===== src/hw/drm_pkg.sv =====
// shared constants and types for the row state and readout block
package drm_pkg;

	// ---------------------------------------------------------------
	// register map
	// ---------------------------------------------------------------
	localparam logic [7:0] OFF_CTRL = 8'h00;
	localparam logic [7:0] OFF_MODE = 8'h04;
	localparam logic [7:0] OFF_BANK = 8'h08;
	localparam logic [7:0] OFF_ERR  = 8'h0C;
	localparam logic [3:0] CTRL_RL_RST = 4'h5;
	localparam int ERR_ACT_OPEN  = 0;
	localparam int ERR_IDLE_ACC  = 1;
	localparam int ERR_SR_BOTH   = 2;
	localparam int ERR_RSVD_LOC  = 3;

	// ---------------------------------------------------------------
	// command address fields
	// ---------------------------------------------------------------
	localparam int MR0_BL_LSB  = 0;
	localparam int MR2_ASR_BIT = 6;
	localparam int MR2_SRT_BIT = 7;
	localparam int MR3_MPR_BIT = 2;
	localparam int MR3_LOC_LSB = 0;
	localparam int A_HALF_BIT  = 2;
	localparam int A_AP_BIT    = 10;
	localparam int A_BC_BIT    = 12;
	localparam logic [7:0] CAL_PATTERN = 8'hAA;

	// ---------------------------------------------------------------
	// timing
	// ---------------------------------------------------------------
	localparam int CLK_NS = 40;
	localparam int ROW_PRECHARGE_NS = 15;
	localparam int PRE_CYC_RAW = (ROW_PRECHARGE_NS + CLK_NS - 1) / CLK_NS;
	localparam int PRE_CYCLES = (PRE_CYC_RAW < 1) ? 1 : PRE_CYC_RAW;

	// ---------------------------------------------------------------
	// enumerations
	// ---------------------------------------------------------------
	typedef enum logic [2:0] {
		CMD_NOP = 3'b000, CMD_MRS = 3'b001, CMD_ACT = 3'b010, CMD_PRE = 3'b011,
		CMD_RD  = 3'b100, CMD_RDA = 3'b101, CMD_WR  = 3'b110, CMD_WRA = 3'b111
	} drm_cmd_t;
	typedef enum logic [1:0] {
		SR_NORMAL = 2'b00, SR_EXTENDED = 2'b01, SR_AUTO = 2'b10, SR_ILLEGAL = 2'b11
	} drm_sr_t;
	typedef enum logic [1:0] {
		BL_FIXED8 = 2'b00, BL_OTF = 2'b01, BL_FIXED4 = 2'b10
	} drm_bl_t;
	typedef enum logic [1:0] {
		BK_IDLE = 2'b00, BK_ACTIVE = 2'b01, BK_PRECHARGING = 2'b10
	} drm_bank_st_t;

endpackage : drm_pkg


===== src/hw/drm_bank.sv =====
// open/close state of one bank with its precharge timer
`timescale 1ns/100ps
module drm_bank
	import drm_pkg::*;
#(
	parameter int CNT_W      = 4,
	parameter int PRE_CYCLES_P = PRE_CYCLES
) (
	input  wire logic        pclk,
	input  wire logic        presetn,
	input  wire logic        act,
	input  wire logic        pre,
	input  wire logic [15:0] row_in,
	output logic             is_open,
	output logic             is_prech,
	output logic [15:0]      open_row
);
	typedef struct packed {
		drm_bank_st_t st;
		logic [15:0]  row;
		logic [CNT_W-1:0] cnt;
	} drm_bank_s_t;

	drm_bank_s_t s_reg;
	drm_bank_s_t s_next;

	always_comb begin
		s_next = s_reg;
		case (s_reg.st)
			BK_ACTIVE: begin
				if (pre) begin
					s_next.st  = BK_PRECHARGING;
					s_next.cnt = CNT_W'(PRE_CYCLES_P - 1);
				end
			end
			BK_PRECHARGING: begin
				// RQ23 restart timer
				if (pre) begin
					s_next.cnt = CNT_W'(PRE_CYCLES_P - 1);
				end else if (s_reg.cnt == '0) begin
					s_next.st = BK_IDLE;
				end else begin
					s_next.cnt = s_reg.cnt - 1'b1;
				end
			end
			default: begin
				// RQ17 open row
				if (act) begin
					s_next.st  = BK_ACTIVE;
					s_next.row = row_in;
				end
			end
		endcase
	end

	always_ff @(posedge pclk or negedge presetn) begin
		if (!presetn) begin
			s_reg <= '{st: BK_IDLE, row: 16'h0000, cnt: '0};
		end else begin
			s_reg <= s_next;
		end
	end

	// RQ18 open until precharge
	assign is_open  = (s_reg.st == BK_ACTIVE);
	assign is_prech = (s_reg.st == BK_PRECHARGING);
	assign open_row = s_reg.row;

endmodule : drm_bank


===== src/hw/drm_mpr.sv =====
// readout burst serialiser driving the data lines
`timescale 1ns/100ps
module drm_mpr
	import drm_pkg::*;
#(
	parameter bit DQ_COPY = 1'b1
) (
	input  wire logic       pclk,
	input  wire logic       presetn,
	input  wire logic       start,
	input  wire logic       half,
	input  wire logic       chop,
	input  wire logic [1:0] loc,
	output logic [7:0]      dq_out,
	output logic            dq_oe_n,
	output logic            beat_valid
);
	typedef struct packed {
		logic       busy;
		logic [2:0] beat;
		logic [2:0] last;
		logic [7:0] data;
		logic [7:0] dq;
		logic       oe_n;
	} drm_mpr_s_t;

	drm_mpr_s_t s_reg;
	drm_mpr_s_t s_next;
	logic       bit_now;
	logic [2:0] beat_now;

	always_comb begin
		s_next   = s_reg;
		bit_now  = 1'b0;
		beat_now = 3'h0;
		if (start) begin
			// RQ9 beat order
			beat_now    = (chop && half) ? 3'h4 : 3'h0;
			s_next.last = chop ? (beat_now + 3'h3) : 3'h7;
			// RQ15 pattern
			// reserved locations read as zero
			s_next.data = (loc == 2'b00) ? CAL_PATTERN : 8'h00;
			s_next.busy = 1'b1;
		end else begin
			beat_now = s_reg.beat + 3'h1;
			if (s_reg.beat == s_reg.last) begin
				s_next.busy = 1'b0;
			end
		end
		s_next.beat = beat_now;
		// RQ14 lsb first
		bit_now     = s_next.data[beat_now];
		s_next.oe_n = !s_next.busy;
		// RQ7 line 0 carries data
		s_next.dq   = s_next.busy ? {{7{DQ_COPY & bit_now}}, bit_now} : 8'h00;
	end

	always_ff @(posedge pclk or negedge presetn) begin
		if (!presetn) begin
			s_reg <= '{busy: 1'b0, beat: 3'h0, last: 3'h0, data: 8'h00, dq: 8'h00, oe_n: 1'b1};
		end else begin
			s_reg <= s_next;
		end
	end

	assign dq_out     = s_reg.dq;
	assign dq_oe_n    = s_reg.oe_n;
	assign beat_valid = s_reg.busy;

endmodule : drm_mpr


===== src/hw/drm_core.sv =====
// mode registers, bank row state, readout mode and apb access
// Notes on behaviour
// RQ1 - mode two bits six and seven zero: normal range self-refresh rate
// RQ2 - bit seven alone set: extended-range self-refresh rate on capable parts
// RQ3 - bit six alone set: automatic self-refresh following temperature
// RQ4 - controller never sets both self-refresh bits; flagged if it does
// RQ5 - mode three bit two clear: reads and writes use the array
// RQ6 - bit two set: reads return readout location from bits 1:0
// RQ7 - by-8 readout: line 0 carries data, lines 7:1 copy or zero
// RQ8 - controller keeps column bits 1:0 zero; bank bits ignored
// RQ9 - length eight fixed order; chop four halves chosen by bit 2
// RQ10 - address bit 12 chops on the fly when mode zero allows
// RQ11 - column bits 9:3, 10, 11, 13 and bank bits ignored
// RQ12 - readout reads use the ordinary read latency
// RQ13 - controller locks the delay loop before readout reads
// RQ14 - beat 0 is register lsb, beat 7 its msb
// RQ15 - location 00 gives alternating zero one calibration pattern
// RQ16 - controller avoids reserved locations; their data undefined
// RQ17 - activate opens the addressed row in the addressed bank
// RQ18 - row stays open until precharged; controller precharges first
// RQ19 - precharge closes one bank or all banks
// RQ20 - controller waits row precharge period before new activate
// RQ21 - controller may access other banks during auto precharge
// RQ22 - precharged bank idle; controller activates before access
// RQ23 - precharge accepted on idle banks; period restarts from latest
//
// Implementation choices: the APB register port and the register addresses.
`timescale 1ns/100ps
module drm_core
	import drm_pkg::*;
#(
	parameter int NBANK      = 8,
	parameter bit EXT_TEMP   = 1'b1,
	parameter bit DQ_COPY    = 1'b1,
	parameter int MAX_RL     = 16
) (
	input  wire logic        pclk,
	input  wire logic        presetn,
	input  wire logic        psel,
	input  wire logic        penable,
	input  wire logic        pwrite,
	input  wire logic [7:0]  paddr,
	input  wire logic [31:0] pwdata,
	output logic [31:0]      prdata,
	output logic             pready,
	output logic             pslverr,
	input  wire logic        cmd_valid,
	input  wire logic [2:0]  cmd_code,
	input  wire logic [2:0]  cmd_bank,
	input  wire logic [15:0] cmd_addr,
	input  wire logic        temp_hot,
	output logic [1:0]       sr_mode,
	output logic             sr_fast_rate,
	output logic             arr_rd,
	output logic             arr_wr,
	output logic [7:0]       dq_out,
	output logic             dq_oe_n,
	output logic             mpr_beat
);
	// ---------------------------------------------------------------
	// state
	// ---------------------------------------------------------------
	typedef struct packed {
		logic [3:0]        rl;
		drm_bl_t           bl;
		logic              auto_self_refresh_enable;
		logic              self_refresh_temp_range;
		logic              mpr_en;
		logic [1:0]        loc;
		logic [3:0]        err;
		logic [31:0]       rdata;
		logic [MAX_RL-1:0] pipe_v;
		logic [MAX_RL-1:0] pipe_mpr;
		logic [MAX_RL-1:0] pipe_half;
		logic [MAX_RL-1:0] pipe_chop;
		logic              arr_rd;
		logic              arr_wr;
		logic [1:0]        temp_sync;
		drm_sr_t           sr;
		logic              fast;
	} drm_core_s_t;

	drm_core_s_t s_reg;
	drm_core_s_t s_next;

	logic [NBANK-1:0] act_vec;
	logic [NBANK-1:0] pre_vec;
	logic [NBANK-1:0] bank_open;
	logic [NBANK-1:0] bank_prech;
	// open rows live inside the banks; no register reads them back
	logic [15:0]      bank_row [NBANK];

	logic        is_mrs;
	logic        is_act;
	logic        is_pre;
	logic        is_rd;
	logic        is_wr;
	logic        auto_pre;
	logic        rd_mpr;
	logic        rd_chop;
	logic [3:0]  rl_idx;
	logic        launch;
	logic        wr_acc;
	logic        addr_ok;
	logic [3:0]  err_set;

	// ---------------------------------------------------------------
	// per-bank row state
	// ---------------------------------------------------------------
	// one timer per bank, so an all-bank precharge and a single one
	// take the same path
	for (genvar b = 0; b < NBANK; b++) begin : g_bank
		drm_bank #(
			.CNT_W        (4),
			.PRE_CYCLES_P (PRE_CYCLES)
		) u_bank (
			.pclk     (pclk),
			.presetn  (presetn),
			.act      (act_vec[b]),
			.pre      (pre_vec[b]),
			.row_in   (cmd_addr),
			.is_open  (bank_open[b]),
			.is_prech (bank_prech[b]),
			.open_row (bank_row[b])
		);
	end

	// ---------------------------------------------------------------
	// command decode
	// ---------------------------------------------------------------
	always_comb begin
		is_mrs   = cmd_valid && (cmd_code == CMD_MRS);
		is_act   = cmd_valid && (cmd_code == CMD_ACT);
		is_pre   = cmd_valid && (cmd_code == CMD_PRE);
		is_rd    = cmd_valid && ((cmd_code == CMD_RD) || (cmd_code == CMD_RDA));
		is_wr    = cmd_valid && ((cmd_code == CMD_WR) || (cmd_code == CMD_WRA));
		auto_pre = cmd_valid && ((cmd_code == CMD_RDA) || (cmd_code == CMD_WRA));
		// RQ6 readout mode read
		// RQ11 bank and upper column ignored
		rd_mpr   = is_rd && s_reg.mpr_en;
		// RQ10 chop on the fly
		case (s_reg.bl)
			BL_OTF:    rd_chop = !cmd_addr[A_BC_BIT];
			BL_FIXED4: rd_chop = 1'b1;
			default:   rd_chop = 1'b0;
		endcase
		for (int b = 0; b < NBANK; b++) begin
			act_vec[b] = is_act && (cmd_bank == 3'(b));
			// RQ19 single or all banks
			pre_vec[b] = (is_pre && (cmd_addr[A_AP_BIT] || (cmd_bank == 3'(b))))
				|| (auto_pre && !rd_mpr && (cmd_bank == 3'(b)));
		end
	end

	// ---------------------------------------------------------------
	// apb decode
	// ---------------------------------------------------------------
	always_comb begin
		addr_ok = (paddr == OFF_CTRL) || (paddr == OFF_MODE) || (paddr == OFF_BANK) || (paddr == OFF_ERR);
		wr_acc  = psel && penable && pwrite && addr_ok;
		// apb answers in the first access cycle
		// every register is a flop or a plain decode, so no wait state is needed
		pready  = psel && penable;
		pslverr = psel && penable && !addr_ok;
	end

	// ---------------------------------------------------------------
	// next state
	// ---------------------------------------------------------------
	always_comb begin
		s_next  = s_reg;
		err_set = 4'h0;
		// latency zero would index below the pipe, so it acts as one
		rl_idx  = (s_reg.rl == 4'h0) ? 4'h0 : (s_reg.rl - 4'h1);
		launch  = s_reg.pipe_v[rl_idx];

		// temperature pin synchroniser
		// the pin may move at any time; only the second flop is read
		s_next.temp_sync = {s_reg.temp_sync[0], temp_hot};

		// mode register writes, bank bits pick the register
		if (is_mrs) begin
			case (cmd_bank)
				3'h0: s_next.bl = drm_bl_t'(cmd_addr[MR0_BL_LSB +: 2]);
				3'h2: begin
					s_next.auto_self_refresh_enable = cmd_addr[MR2_ASR_BIT];
					s_next.self_refresh_temp_range = cmd_addr[MR2_SRT_BIT];
					// RQ4 illegal pair flagged
					err_set[ERR_SR_BOTH] = cmd_addr[MR2_ASR_BIT] && cmd_addr[MR2_SRT_BIT];
				end
				3'h3: begin
					// RQ5 normal or readout
					s_next.mpr_en = cmd_addr[MR3_MPR_BIT];
					s_next.loc    = cmd_addr[MR3_LOC_LSB +: 2];
				end
				default: begin
					// mode register one is not kept here; its writes fall away
				end
			endcase
		end

		// self-refresh option from the two mode bits
		// registered one cycle after the mode write, harmless since
		// self-refresh is entered far later
		case ({s_reg.self_refresh_temp_range, s_reg.auto_self_refresh_enable})
			// RQ1 normal rate
			2'b00: begin
				s_next.sr   = SR_NORMAL;
				s_next.fast = 1'b0;
			end
			// RQ2 extended rate
			2'b10: begin
				s_next.sr   = EXT_TEMP ? SR_EXTENDED : SR_NORMAL;
				s_next.fast = EXT_TEMP;
			end
			// RQ3 follows temperature
			2'b01: begin
				s_next.sr   = SR_AUTO;
				s_next.fast = s_reg.temp_sync[1];
			end
			// faster rate is the safe side for an illegal pair
			default: begin
				s_next.sr   = SR_ILLEGAL;
				s_next.fast = 1'b1;
			end
		endcase

		// RQ12 shared latency pipe
		// one shift register per attribute keeps array and readout reads
		// on the same latency; its depth caps the programmable value
		s_next.pipe_v    = {s_reg.pipe_v[MAX_RL-2:0], is_rd};
		s_next.pipe_mpr  = {s_reg.pipe_mpr[MAX_RL-2:0], rd_mpr};
		// RQ9 half only for chop
		s_next.pipe_half = {s_reg.pipe_half[MAX_RL-2:0], rd_chop && cmd_addr[A_HALF_BIT]};
		s_next.pipe_chop = {s_reg.pipe_chop[MAX_RL-2:0], rd_chop};
		s_next.arr_rd    = launch && !s_reg.pipe_mpr[rl_idx];
		// RQ5 array writes only
		// readout mode shields the array from writes
		s_next.arr_wr    = is_wr && !s_reg.mpr_en;

		// RQ18 activate onto busy bank
		err_set[ERR_ACT_OPEN] = is_act && (bank_open[cmd_bank] || bank_prech[cmd_bank]);
		// RQ22 access to idle bank
		err_set[ERR_IDLE_ACC] = (is_wr || (is_rd && !rd_mpr)) && !bank_open[cmd_bank];
		// reserved locations read as zero; the attempt is recorded
		err_set[ERR_RSVD_LOC] = rd_mpr && (s_reg.loc != 2'b00);

		// apb writes
		if (wr_acc && (paddr == OFF_CTRL)) begin
			s_next.rl = pwdata[3:0];
		end
		// set wins over write-one-to-clear
		if (wr_acc && (paddr == OFF_ERR)) begin
			s_next.err = (s_reg.err & ~pwdata[3:0]) | err_set;
		end else begin
			s_next.err = s_reg.err | err_set;
		end

		// read data captured in the setup cycle
		// so prdata is a flop output that stands through the access phase
		if (psel && !penable) begin
			case (paddr)
				OFF_CTRL: s_next.rdata = {28'h000_0000, s_reg.rl};
				OFF_MODE: s_next.rdata = {20'h0_0000, s_reg.sr, s_reg.loc, s_reg.mpr_en,
					s_reg.self_refresh_temp_range, s_reg.auto_self_refresh_enable, 1'b0, s_reg.bl, s_reg.fast, 1'b0};
				OFF_BANK: s_next.rdata = {16'h0000, 8'(bank_prech), 8'(bank_open)};
				OFF_ERR:  s_next.rdata = {28'h000_0000, s_reg.err};
				default:  s_next.rdata = 32'h0000_0000;
			endcase
		end
	end

	always_ff @(posedge pclk or negedge presetn) begin
		if (!presetn) begin
			s_reg <= '{rl: CTRL_RL_RST, bl: BL_FIXED8, sr: SR_NORMAL, default: '0};
		end else begin
			s_reg <= s_next;
		end
	end

	// ---------------------------------------------------------------
	// readout serialiser
	// ---------------------------------------------------------------
	drm_mpr #(
		.DQ_COPY (DQ_COPY)
	) u_mpr (
		.pclk       (pclk),
		.presetn    (presetn),
		.start      (launch && s_reg.pipe_mpr[rl_idx]),
		.half       (s_reg.pipe_half[rl_idx]),
		.chop       (s_reg.pipe_chop[rl_idx]),
		.loc        (s_reg.loc),
		.dq_out     (dq_out),
		.dq_oe_n    (dq_oe_n),
		.beat_valid (mpr_beat)
	);

	// ---------------------------------------------------------------
	// outputs
	// ---------------------------------------------------------------
	// all data outputs come straight from flops
	assign prdata       = s_reg.rdata;
	assign sr_mode      = s_reg.sr;
	assign sr_fast_rate = s_reg.fast;
	assign arr_rd       = s_reg.arr_rd;
	assign arr_wr       = s_reg.arr_wr;

endmodule : drm_core


===== config.mk =====
export PLATFORM = sky130hd
export DESIGN_NAME = drm_core
export DESIGN_NICKNAME = d
export VERILOG_FILES = /design/src/hw/drm_pkg.sv /design/src/hw/drm_bank.sv /design/src/hw/drm_mpr.sv /design/src/hw/drm_core.sv
export SDC_FILE = /design/constraint.sdc
export NUM_CORES = 1
export LEC_CHECK = 0
export BUFFER_PORTS_ARGS = -buffer_cell sky130_fd_sc_hd__buf_2
export CAP_MARGIN = 20
export CORE_UTILIZATION = 58
export DETAILED_ROUTE_END_ITERATION = 7
export GPL_ROUTABILITY_DRIVEN = 0
export PLACE_DENSITY = 0.8
export SLEW_MARGIN = 5
export SYNTH_ARGS = -nofsm -noshare
export SYNTH_HDL_FRONTEND = slang
export SYNTH_SLANG_ARGS = --single-unit

===== constraint.sdc =====
create_clock -name pclk -period 4.2 [get_ports pclk]
set_input_delay 0.42 -clock pclk [delete_from_list [all_inputs] [get_ports pclk]]
set_output_delay 0.42 -clock pclk [all_outputs]
set_load 0.005 [all_outputs]

==> results.md, run 1 <==
* DP Area at approximately 8800 um^2
* Die X at around 120 um
* Min Tclk post-route at approximately 3.4 ns
* # rows at 44
* Max FFs per register at slightly above 60
* Rel. slew slack at roughly 33%
* Total GRT Usage at about a quarter
* Pre-CTS setup slack at between 0.9 and 1 ns
* Outcome: complete, no violations
* Hpwl dp at 12.6 mm
* Setup TNS at 0 ns
* Top routing layer in use: met4
* Crit path to: u_mpr.s_reg[14]
* Primary FF master, synth: dfrtp_1
* CP max FO at 13
* Nets at 968
* Sequential area share after synthesis at approximately 48%
* Wire length per cell at 17.3 um
* Core area at 14,500 um^2
* Clock Sinks at about 170
* Cell area after synthesis at about 8600 um^2
* IO buf count at 64
* DR WL met3 at 996 um
* TritonCTS Buffers at 17
* GRT overflow at 0
* Clk root buf: clkbuf_16
* WL final at ~18 mm
* H-tree depth at 4
* Kind of critical path: flip-flop to flip-flop
* Via-per-instance ratio at around 6
* # resized after CTS at 0
* First-pass DRT Iterations at 7
* Die height at approximately 120 um
* Antenna Nets Post-Route at 0
* Post-CTS Hold Fix Bufs at 0
* # IOs at about 120
* Vias in the first global route at between 6k and 7k
* Number of setup buffers added after CTS at 0
* Ratio of cells with drive above 1 in the final layout at between 10% and 20%
* Met1 Wirelength at 8.11 mm
* Initial Util at between 50% and 60%
* R2R depth at 8
* Synth area leader: dfrtp_1
* TritonCTS clock tree: yes
* Clock Tree Buf Depth at 2
* Critical path arrival at ~3.7 ns
* Iter 0 DRT Violations at about 480
* Final Max Tran Viols at 0
* Worst R2R Start: s_reg[115]
* CP Capture Type: flip-flop
* Fin Clk Skew at 0.00920 ns
* Worst Setup Start Kind: flip-flop
* Yosys top cell area share at 47.2%
* # setup viols final at 0
* Top cells by instance count after synthesis: 163 x dfrtp_1, 82 x nand2_1, 60 x o21ai_0
* Die area at 15,400 um^2
* Netlist cell types at 75
* First-pass GRT wire length at a little under 30 mm
* EDFF count, synth at 0
* Syn Area/Cell at roughly 10 um^2
* Max IR drop VDD at between 300 and 400 uV
* Initial antenna violation count at 1
* Fin crit share at 81.6%
* Synthesized flop and latch total at between 150 and 200
* F_max at about 290 MHz
* Worst setup startpoint: s_reg[115]
* RSZ-0062 raised after global routing: no
* Leak at 4.31 nW
* Largest net degree at the start of global routing at 110
* Worst-path clk slew at roughly 0.07 ns
* Synth Instances at between 800 and 900
* Area growth syn-to-layout at 9.37%
* Via Count at 6,355
* Worst reg2reg endpoint: u_mpr.s_reg[14]
* Pwr Density at between 500 and 600 nW/um^2
* Hold Crit Class: input port to async pin
* R2R setup slack at 0.77 ns
* Least-Margin Pin Slew at 1.00 ns
* Clk_lat worst skew at 0.43 ns
* Fraction of registers with async set/reset at between 90% and 100%
* Setup WS post-layout at between 0.7 and 0.8 ns
* Fin. Hold Viols at 0
* Met2 WL post-DR at 8.94 mm
* Max capacitance violation total at 0
* Synth area leaders: dfrtp_1 47%, ha_1 5.4%, buf_4 3.8%
* DRC viols at 0
* Count leader, synth: dfrtp_1
* CP required at between 4 and 5 ns
* Design area at approximately 9400 um^2
* Yosys warns at 0
## layout by cell type, fill, tap and decap left out, types with 11 or more instances in the layout
cell,n
nor3_1,13
nor2b_1,11
clkbuf_16,17
mux2_2,25
nand2_1,82
mux2i_1,20
conb_1,16
a21oi_1,32
dfrtp_1,163
nor2_1,30
nand3_1,13
buf_2,63
nand2b_1,13
ha_1,37
o21ai_0,60
inv_1,54
and2_1,12
## critical path, stage by stage, from the launching register on
cell      delay (ns)
dfrtp_1         0.41
inv_1           0.10
ha_1            0.21
nor3b_2         0.73
nor2_1          0.26
a221oi_1        0.46
o311ai_2        0.20
nor3_2          0.54
mux2_2          0.41
## kinds of logic (layout without fill, tap and decap cells)
group	Yosys count	count (layout)	share of synthesized area (%)
and+or+nand+nor	226	226	13.4
AOI/OAI and AO/OA	214	214	17.1
DFF	166	166	48.1
buffers and inverters	129	160	7.81
muxes	54	54	7.93
adders and majority gates	37	37	5.36
xor gates and xnor gates	2	2	0.203
other	1	17	0.0434
## per-stage QoR
| stage | hold slack, ns | power, mW | utilization (%) | instances |
|---|---|---|---|---|
| floorplan | 0.124 | 2.95 | - | 844 |
| global placement | 0.332 | 3.20 | 60.9 | 1027 |
| detailed placement | 0.336 | 3.25 | 60.9 | 1027 |
| CTS | 0.0830 | 4.82 | 65.0 | 1059 |
| global route | 0.0794 | 5.09 | 65.0 | 1060 |
| finish | 0.0967 | 4.80 | 65.0 | 1060 |
## power by group
part           internal, mW  switching [mW]
clock network         0.894           0.658
logic                 0.565           0.672
registers              1.83           0.185
total                  3.29            1.52
## per-layer routing
| metal | GRT usage (%) | up-vias |
|---|---|---|
| li1 | - | 3004 |
| met1 | 33.6 | 3156 |
| met2 | 40.1 | 174 |
| met3 | 6.82 | 21 |
| met4 | 9.00 | 0 |
| met5 | 0 | - |
## final cells by class
type | count | area [um^2]
Antenna cell | 1 | 2.50
Fill cell | 1114 | 5090
Clock buffer | 22 | 484
Multi-Input combinational cell | 549 | 3860
Clock inverter | 10 | 110
Inverter | 55 | 206
Tap cell | 184 | 230
Timing Repair Buffer | 73 | 394
Sequential cell | 166 | 4160
## how the worst min path moves through the flow
stage / from / end / slack [ns] / cells after the start
4_1_cts: temp_hot / s_next[4] / 0.08 / 1
3_5_place_dp: s_next[4] / s_reg[4] / 0.34 / 0
5_1_grt: temp_hot / s_next[4] / 0.08 / 1
6_report: presetn / s_reg[22] / 0.1 / 1
3_3_place_gp: s_next[4] / s_reg[4] / 0.33 / 0
2_1_floorplan: presetn / arr_rd / 0.12 / 0
Note: power is estimated with default switching activity, not from simulation.
==> run 2, diff against run 1 <==
Settings changed: ABC_AREA from default to 1, PLACE_DENSITY 0.8 to 0.81.
Clock period 4.2 ns to 3.5 ns, I/O delays scaled along.
==> run 2 against run 1 <==
Net effect: synthesized cell count grew 17%; combinational power about the same; synthesized area shrank 3.7%; clock power is 21% higher; non-clock buffer count decreased by 3; critical path depth grew 7; largest cell class unchanged; largest power group unchanged.
==> results.md, run 2 <==
* Iter 0 DRT Violations at 509 (was 481)
* Area growth syn-to-layout at 9.70% (was 9.37%)
* Netlist cell types at 45 (was 75)
* Clock share of power at 34.0% (was 32.3%)
* Flop pwr share at 43.2% (was 41.9%)
* # IOs at 118 (unchanged)
* Pwr Density at 605 nW/um^2 (was 508 nW/um^2)
* Rel. slew slack at 33.1% (about the same)
* Hpwl dp at 12.1 mm (was 12.6 mm)
* Fraction of registers with async set/reset at 100% (unchanged)
* Final Util at 65.5% (was 65.0%)
* Nets at 1,122 (was 968)
* Antenna Nets Post-Route at 0 (unchanged)
* Comb pwr share at 22.8% (was 25.8%)
* CP max FO at 24 (was 13)
* Final hold slack at 0.0318 ns (was 0.0967 ns)
* Sw frac at 30.3% (was 31.6%)
* Outcome: complete, no violations (unchanged)
* Fin. Hold Viols at 0 (unchanged)
* Clk_lat worst skew at 0.42 ns (was 0.43 ns)
* Clock Sinks at 166 (unchanged)
* Max capacitance violation total at 0 (unchanged)
* Clk root buf: clkbuf_16 (unchanged)
* Vias in the first global route at 6,321 (was 6,036)
* Die area at 14,800 um^2 (was 15,400 um^2)
* WL final at 17.5 mm (was 18.3 mm)
* Setup TNS at 0 ns (unchanged)
* Yosys warns at 0 (unchanged)
* Synth area leader: dfrtp_1 (unchanged)
* Top cells by instance count after synthesis: 208 x nand2_1, 163 x dfrtp_1, 142 x inv_1 (was 163 x dfrtp_1, 82 x nand2_1, 60 x o21ai_0)
* Most frequent cells in the layout: 208 x nand2_1, 163 x dfrtp_1, 142 x inv_1, 90 x nand3_1, 73 x o21ai_0 (was 163 x dfrtp_1, 82 x nand2_1, 63 x buf_2, 60 x o21ai_0, 54 x inv_1)
* Initial antenna violation count at 0 (was 1)
* # setup viols final at 0 (unchanged)
* P_sw at 1.68 mW (was 1.52 mW)
* Fin crit share at 84.6% (was 81.6%)
* R2R setup slack at 0.54 ns (was 0.77 ns)
* Max FFs per register at 61 (unchanged)
* Worst Setup Start Kind: flip-flop (unchanged)
* Synthesized flop and latch total at 166 (unchanged)
* Tot Pwr at 5.53 mW (was 4.80 mW)
* Sequential area share after synthesis at 50.0% (was 48.1%)
* Fillers at 1,152 (was 1,114)
* IO buf count at 64 (unchanged)
* Least-Margin Pin Slew at 0.995 ns (was 1.00 ns)
* ANT cells at 0 (was 1)
* Cell area after synthesis at 8320 um^2 (was 8640 um^2)
* Synth area leaders: dfrtp_1 49%, nand2_1 9.4%, inv_1 6.4% (was dfrtp_1 47%, ha_1 5.4%, buf_4 3.8%)
* Via-per-instance ratio at 5.37 (was 6.00)
* H-tree depth at 4 (unchanged)
* # rows at 43 (was 44)
* Largest net degree at the start of global routing at 80 (was 110)
* Min Tclk post-route at 2.96 ns (was 3.43 ns)
* Final Max Tran Viols at 0 (unchanged)
* Max IR drop VDD at 402 uV (was 330 uV)
* First-pass DRT Iterations at 5 (was 7)
* Via Count at 6,486 (was 6,355)
* Hold Crit Class: input port to flip-flop (was input port to async pin)
* Die height at 122 um (was 124 um)
* Synth Instances at 972 (was 829)
* TritonCTS clock tree: yes (unchanged)
* First-pass GRT wire length at 29.3 mm (was 29.8 mm)
* Primary FF master, synth: dfrtp_1 (unchanged)
* Total GRT Usage at 25.5% (was 25.4%)
* Syn Area/Cell at 8.56 um^2 (was 10.4 um^2)
* Pint at 3.85 mW (was 3.29 mW)
* Design area at 9130 um^2 (was 9450 um^2)
* Clock Tree Buf Depth at 2 (unchanged)
* CP required at 3.80 ns (was 4.51 ns)
* Ratio of cells with drive above 1 in the final layout at 12.3% (was 16.9%)
* EDFF count, synth at 0 (unchanged)
* Critical path arrival at 3.26 ns (was 3.74 ns)
* Die X at 122 um (was 124 um)
* TritonCTS Buffers at 17 (unchanged)
* Wire length per cell at 14.5 um (was 17.3 um)
* F_max at 338 MHz (was 292 MHz)
* Leak at 4.69 nW (was 4.31 nW)
* Fin Clk Skew at 0.00528 ns (was 0.00920 ns)
* DP Area at 8530 um^2 (was 8850 um^2)
* Yosys top cell area share at 49.0% (was 47.2%)
* Commonest non-fill, non-tap cell in the layout: nand2_1 (was dfrtp_1)
* Initial Util at 59.7% (was 59.4%)
* RSZ-0062 raised after global routing: no (unchanged)
* Count leader, synth: nand2_1 (was dfrtp_1)
* GRT overflow at 0 (unchanged)
* DRC viols at 0 (unchanged)
* Core area at 13,900 um^2 (was 14,500 um^2)
* Worst-path clk slew at 0.06 ns (was 0.07 ns)
* CP Capture Type: flip-flop (unchanged)
* Kind of critical path: flip-flop to flip-flop (unchanged)
-- run 2: cell types whose count changed in the layout (fill, tap and decap cells not counted), moves of 10 or more --
| cell | before | now |
|---|---|---|
| a22o_1 | 10 | 0 |
| a21oi_1 | 32 | 16 |
| nor2b_1 | 11 | 0 |
| mux2_2 | 25 | 0 |
| inv_1 | 54 | 142 |
| mux2i_1 | 20 | 0 |
| nand2_1 | 82 | 208 |
| o21ai_0 | 60 | 73 |
| nand2b_1 | 13 | 0 |
| nand3_1 | 13 | 90 |
| nor2_1 | 30 | 62 |
-- run 2: kinds of logic after synthesis --
logic type / synth area share [%]
AOI/OAI and AO/OA: 9.58
xor gates and xnor gates: 0.632
adders and majority gates: 5.56
buffers and inverters: 12.2
DFF: 50.0
other: 0.0451
and+or+nand+nor: 22.0
-- run 2: layout make-up --
cell class / instances / area (um^2) / share of cell area, %
flip-flops and latches: 166 / 4160 / 45.6
multi-input cells: 612 / 3210 / 35.1
inverters: 149 / 559 / 6.13
clock buffers: 22 / 464 / 5.09
repair buffers: 70 / 387 / 4.24
well taps: 180 / 225 / 2.47
clock inverters: 9 / 126 / 1.38
-- run 2: critical path, stage by stage, from the launching register on --
cell     delay, ns
dfstp_2       0.59
inv_2         0.05
buf_4         0.21
ha_1          0.31
inv_1         0.06
nand2_2       0.28
nor2_1        0.19
o21ai_1       0.09
nand3_1       0.08
nand3_1       0.07
nand2_1       0.14
nand2_2       0.17
inv_2         0.22
o21ai_1       0.16
o21ai_0       0.13
inv_1         0.07
-- run 2: stage by stage --
step | cells | setup WS [ns]
after global placement | 1176 | 0.646
after CTS | 1208 | 0.540
after detailed placement | 1176 | 0.617
after floorplan | 987 | 0.951
after global routing | 1208 | 0.251
final | 1208 | 0.539
-- run 2: per-layer routing --
| layer | GRT usage [%] | vias up | wire [um] |
|---|---|---|---|
| met5 | 0 | - | 0 |
| met4 | 11.9 | 0 | 549 |
| met3 | 5.62 | 45 | 890 |
| met2 | 42.8 | 197 | 8660 |
| met1 | 31.3 | 3076 | 7360 |
| li1 | - | 3168 | - |
-- run 2: repair_timing --
item,4_1_cts,5_1_grt
hold buffers,1,0
gates resized for setup,0,0
setup buffers,0,0
hold endpoints to repair,42,0
-- run 2: power by group through the flow --
stage / Combinational (mW) / Clock (mW) / Sequential, mW
6_report: 1.26 / 1.88 / 2.39
3_5_place_dp: 1.23 / 0 / 2.42
2_1_floorplan: 0.966 / 0 / 2.38
5_1_grt: 1.44 / 1.99 / 2.42
4_1_cts: 1.26 / 1.90 / 2.39
3_3_place_gp: 1.18 / 0 / 2.40
-- run 2: worst paths after layout --
check / to / cells after the start / startpoint
max: u_mpr.s_reg[14] / 15 / s_reg[114]
min: s_next[4] / 1 / temp_hot
max reg2reg: u_mpr.s_reg[14] / 15 / s_reg[114]
min reg2reg: s_reg[4] / 0 / s_next[4]
max in group asynchronous: u_mpr.dq_oe_n / 3 / presetn
min in group asynchronous: s_next[53] / 2 / presetn
==> run 3, diff against run 2 <==
Clock period 3.5 ns to 2.9 ns, I/O delays scaled along.
==> run 3 against run 2 <==
Net effect: sequential share of layout area barely moved; cell area grew 0.11%; non-clock buffer count increased by 7; first-iteration DRC count fell by 11%; power is 16% higher; utilization increased by 0.072 points; sequential power up 21%; via count is 0.60% lower; flip-flop and latch count did not move; clock power is 8% higher; critical endpoint unchanged; highest routed layer unchanged; cell count increased by 0.50%; die area stayed put.
==> results.md, run 3 (same netlist as run 2, synthesis figures left out) <==
* Min Tclk post-route at 2.58 ns (was 2.96 ns)
* CP max FO at 13 (was 24)
* # rows at 43 (unchanged)
* First-pass GRT wire length at 29.2 mm (was 29.3 mm)
* Largest net degree at the start of global routing at 70 (was 80)
* Fin cells at 1,214 (was 1,208)
* CP cell instances: inv_2, ha_1, nand2_1, nand2_1, nand2_1, o21ai_0, inv_1, nand3_1, nand2_1, nand2_2, inv_2, o21ai_1, o21ai_0, inv_1 (was inv_2, buf_4, ha_1, inv_1, nand2_2, nor2_1, o21ai_1, nand3_1, nand3_1, nand2_1, nand2_2, inv_2, o21ai_1, o21ai_0, inv_1)
* DRC viols at 0 (unchanged)
* Worst Setup Start Kind: flip-flop (unchanged)
* Fin. Hold Viols at 0 (unchanged)
* CP Capture Type: flip-flop (unchanged)
* Comb pwr share at 23.3% (was 22.8%)
* Pre-CTS setup slack at 0.204 ns (was 0.617 ns)
* TritonCTS Buffers at 17 (unchanged)
* Vias in the first global route at 6,298 (was 6,321)
* # IOs at 118 (unchanged)
* Die area at 14,800 um^2 (unchanged)
* Worst R2R Start: s_reg[114] (unchanged)
* Critical path arrival at 2.89 ns (was 3.26 ns)
* P_sw at 2.00 mW (was 1.68 mW)
* Via-per-instance ratio at 5.31 (was 5.37)
* CP peak stage delay at 0.59 ns (about the same)
* Final Util at 65.6% (was 65.5%)
* Area growth syn-to-layout at 9.82% (was 9.70%)
* Buf/Inv on CP at 4 (was 5)
* Worst reg2reg endpoint: u_mpr.s_reg[14] (unchanged)
* Hold Crit Depth at 3 (was 1)
* Hold Crit Class: input port to flip-flop (unchanged)
* GRT overflow at 0 (unchanged)
* Fin crit share at 88.9% (was 84.6%)
* R2R depth at 14 (was 15)
* Total GRT Usage at 25.3% (was 25.5%)
* DP Area at 8560 um^2 (was 8530 um^2)
* Max capacitance violation total at 0 (unchanged)
* CP required at 3.21 ns (was 3.80 ns)
* Critical path's most frequent cell: nand2_1
* Hpwl dp at 12.2 mm (was 12.1 mm)
* F_max at 388 MHz (was 338 MHz)
* Min-delay src: cmd_addr[6] (was temp_hot)
* Flop pwr share at 44.9% (was 43.2%)
* Wire length per cell at 14.2 um (was 14.5 um)
* Least-Margin Pin Slew at 0.720 ns (was 0.995 ns)
* Core area at 13,900 um^2 (unchanged)
* Ratio of cells with drive above 1 in the final layout at 12.8% (was 12.3%)
* Final hold slack at 0.103 ns (was 0.0318 ns)
* Design area at 9140 um^2 (was 9130 um^2)
* Outcome: complete, no violations (unchanged)
* Clock share of power at 31.7% (was 34.0%)
* Clock Tree Buf Depth at 2 (unchanged)
* ANT cells at 0 (unchanged)
* R2R setup slack at 0.32 ns (was 0.54 ns)
* H-tree depth at 4 (unchanged)
* Via Count at 6,447 (was 6,486)
* First-pass DRT Iterations at 5 (unchanged)
* RSZ-0062 raised after global routing: no (unchanged)
* Clk root buf: clkbuf_16 (unchanged)
* Slowest stage cell, crit path: dfstp_2 (unchanged)
* IO buf count at 64 (unchanged)
* Tot Pwr at 6.41 mW (was 5.53 mW)
* WL final at 17.3 mm (was 17.5 mm)
* Initial Util at 59.7% (unchanged)
* Most frequent cells in the layout: 208 x nand2_1, 163 x dfrtp_1, 142 x inv_1, 90 x nand3_1, 73 x o21ai_0 (unchanged)
* Sw frac at 31.2% (was 30.3%)
* Pint at 4.41 mW (was 3.85 mW)
* Final Max Tran Viols at 0 (unchanged)
* Setup WS post-layout at 0.322 ns (was 0.539 ns)
* Worst-path clk slew at 0.06 ns (about the same)
* Iter 0 DRT Violations at 452 (was 509)
* Antenna Nets Post-Route at 0 (unchanged)
* Fin Clk Skew at 0.00984 ns (was 0.00528 ns)
* Die X at 122 um (unchanged)
* Inst Count DP at 1,181 (was 1,176)
* Clock Sinks at 166 (unchanged)
* Setup TNS at 0 ns (unchanged)
* Clk_lat worst skew at 0.43 ns (was 0.42 ns)
* Hold Path Sink: s_reg[111] (was s_next[4])
* Largest delay share family, worst path: flip-flops (was simple AND/OR/NAND/NOR gates)
* Max IR drop VDD at 510 uV (was 402 uV)
* Max FFs per register at 61 (unchanged)
* Leak at 4.70 nW (was 4.69 nW)
* # setup viols final at 0 (unchanged)
* Die height at 122 um (unchanged)
* Kind of critical path: flip-flop to flip-flop (unchanged)
* TritonCTS clock tree: yes (unchanged)
* Initial antenna violation count at 0 (unchanged)
* Pwr Density at 701 nW/um^2 (was 605 nW/um^2)
* Rel. slew slack at 51.5% (was 33.1%)
* Commonest non-fill, non-tap cell in the layout: nand2_1 (unchanged)
* Nets at 1,129 (was 1,122)
[run 3: worst max-delay path by stage]
stage | startpoint | slack (ns) | depth (start not counted) | to
after detailed placement | s_reg[114] | 0.20 | 13 | u_mpr.s_reg[18]
after floorplan | s_reg[114] | 0.35 | 19 | u_mpr.dq_out[6]
after global placement | s_reg[114] | 0.22 | 13 | u_mpr.s_reg[18]
after global routing | s_reg[114] | 0.03 | 14 | u_mpr.s_reg[14]
after CTS | s_reg[114] | 0.15 | 14 | u_mpr.s_reg[14]
final | s_reg[114] | 0.32 | 14 | u_mpr.s_reg[14]
[run 3: final cells by class]
type                       instances  area (um^2)
multi-input combinational        612         3230
clock inverter                     8         52.6
tap                              180          225
clock buffer                      22          474
sequential                       166         4160
inverter                         149          559
fill                            1153         4800
timing repair buffer              77          442
[run 3: power groups by stage]
stage | combinational [mW] | sequential (mW) | clock (mW)
CTS | 1.50 | 2.88 | 2.06
floorplan | 1.17 | 2.87 | 0
global route | 1.73 | 2.92 | 2.16
detailed placement | 1.49 | 2.92 | 0
finish | 1.50 | 2.88 | 2.03
global placement | 1.42 | 2.90 | 0
[run 3: worst min-delay path, delay by kind of cell]
kind	cells	cell delay, ns
buffers and inverters	1	0.08
AND/OR/NAND/NOR	1	0.06
AO/OA/AOI/OAI	1	0.06
[run 3: routing by layer]
layer / vias up / GRT usage (%) / part of all wire [%]
li1: 3192 / - / -
met3: 34 / 5.52 / 4.7
met5: - / 0 / 0
met4: 0 / 10.7 / 2.3
met1: 3058 / 32.4 / 43
met2: 163 / 41.6 / 50
[run 3: what timing repair did]
action | 4_1_cts | 5_1_grt
buffers inserted | 0 | 1
hold buffers | 2 | 0
setup endpoints to repair | 0 | 6
gates resized for setup | 0 | 3
endpoints found under the hold margin | 42 | 0
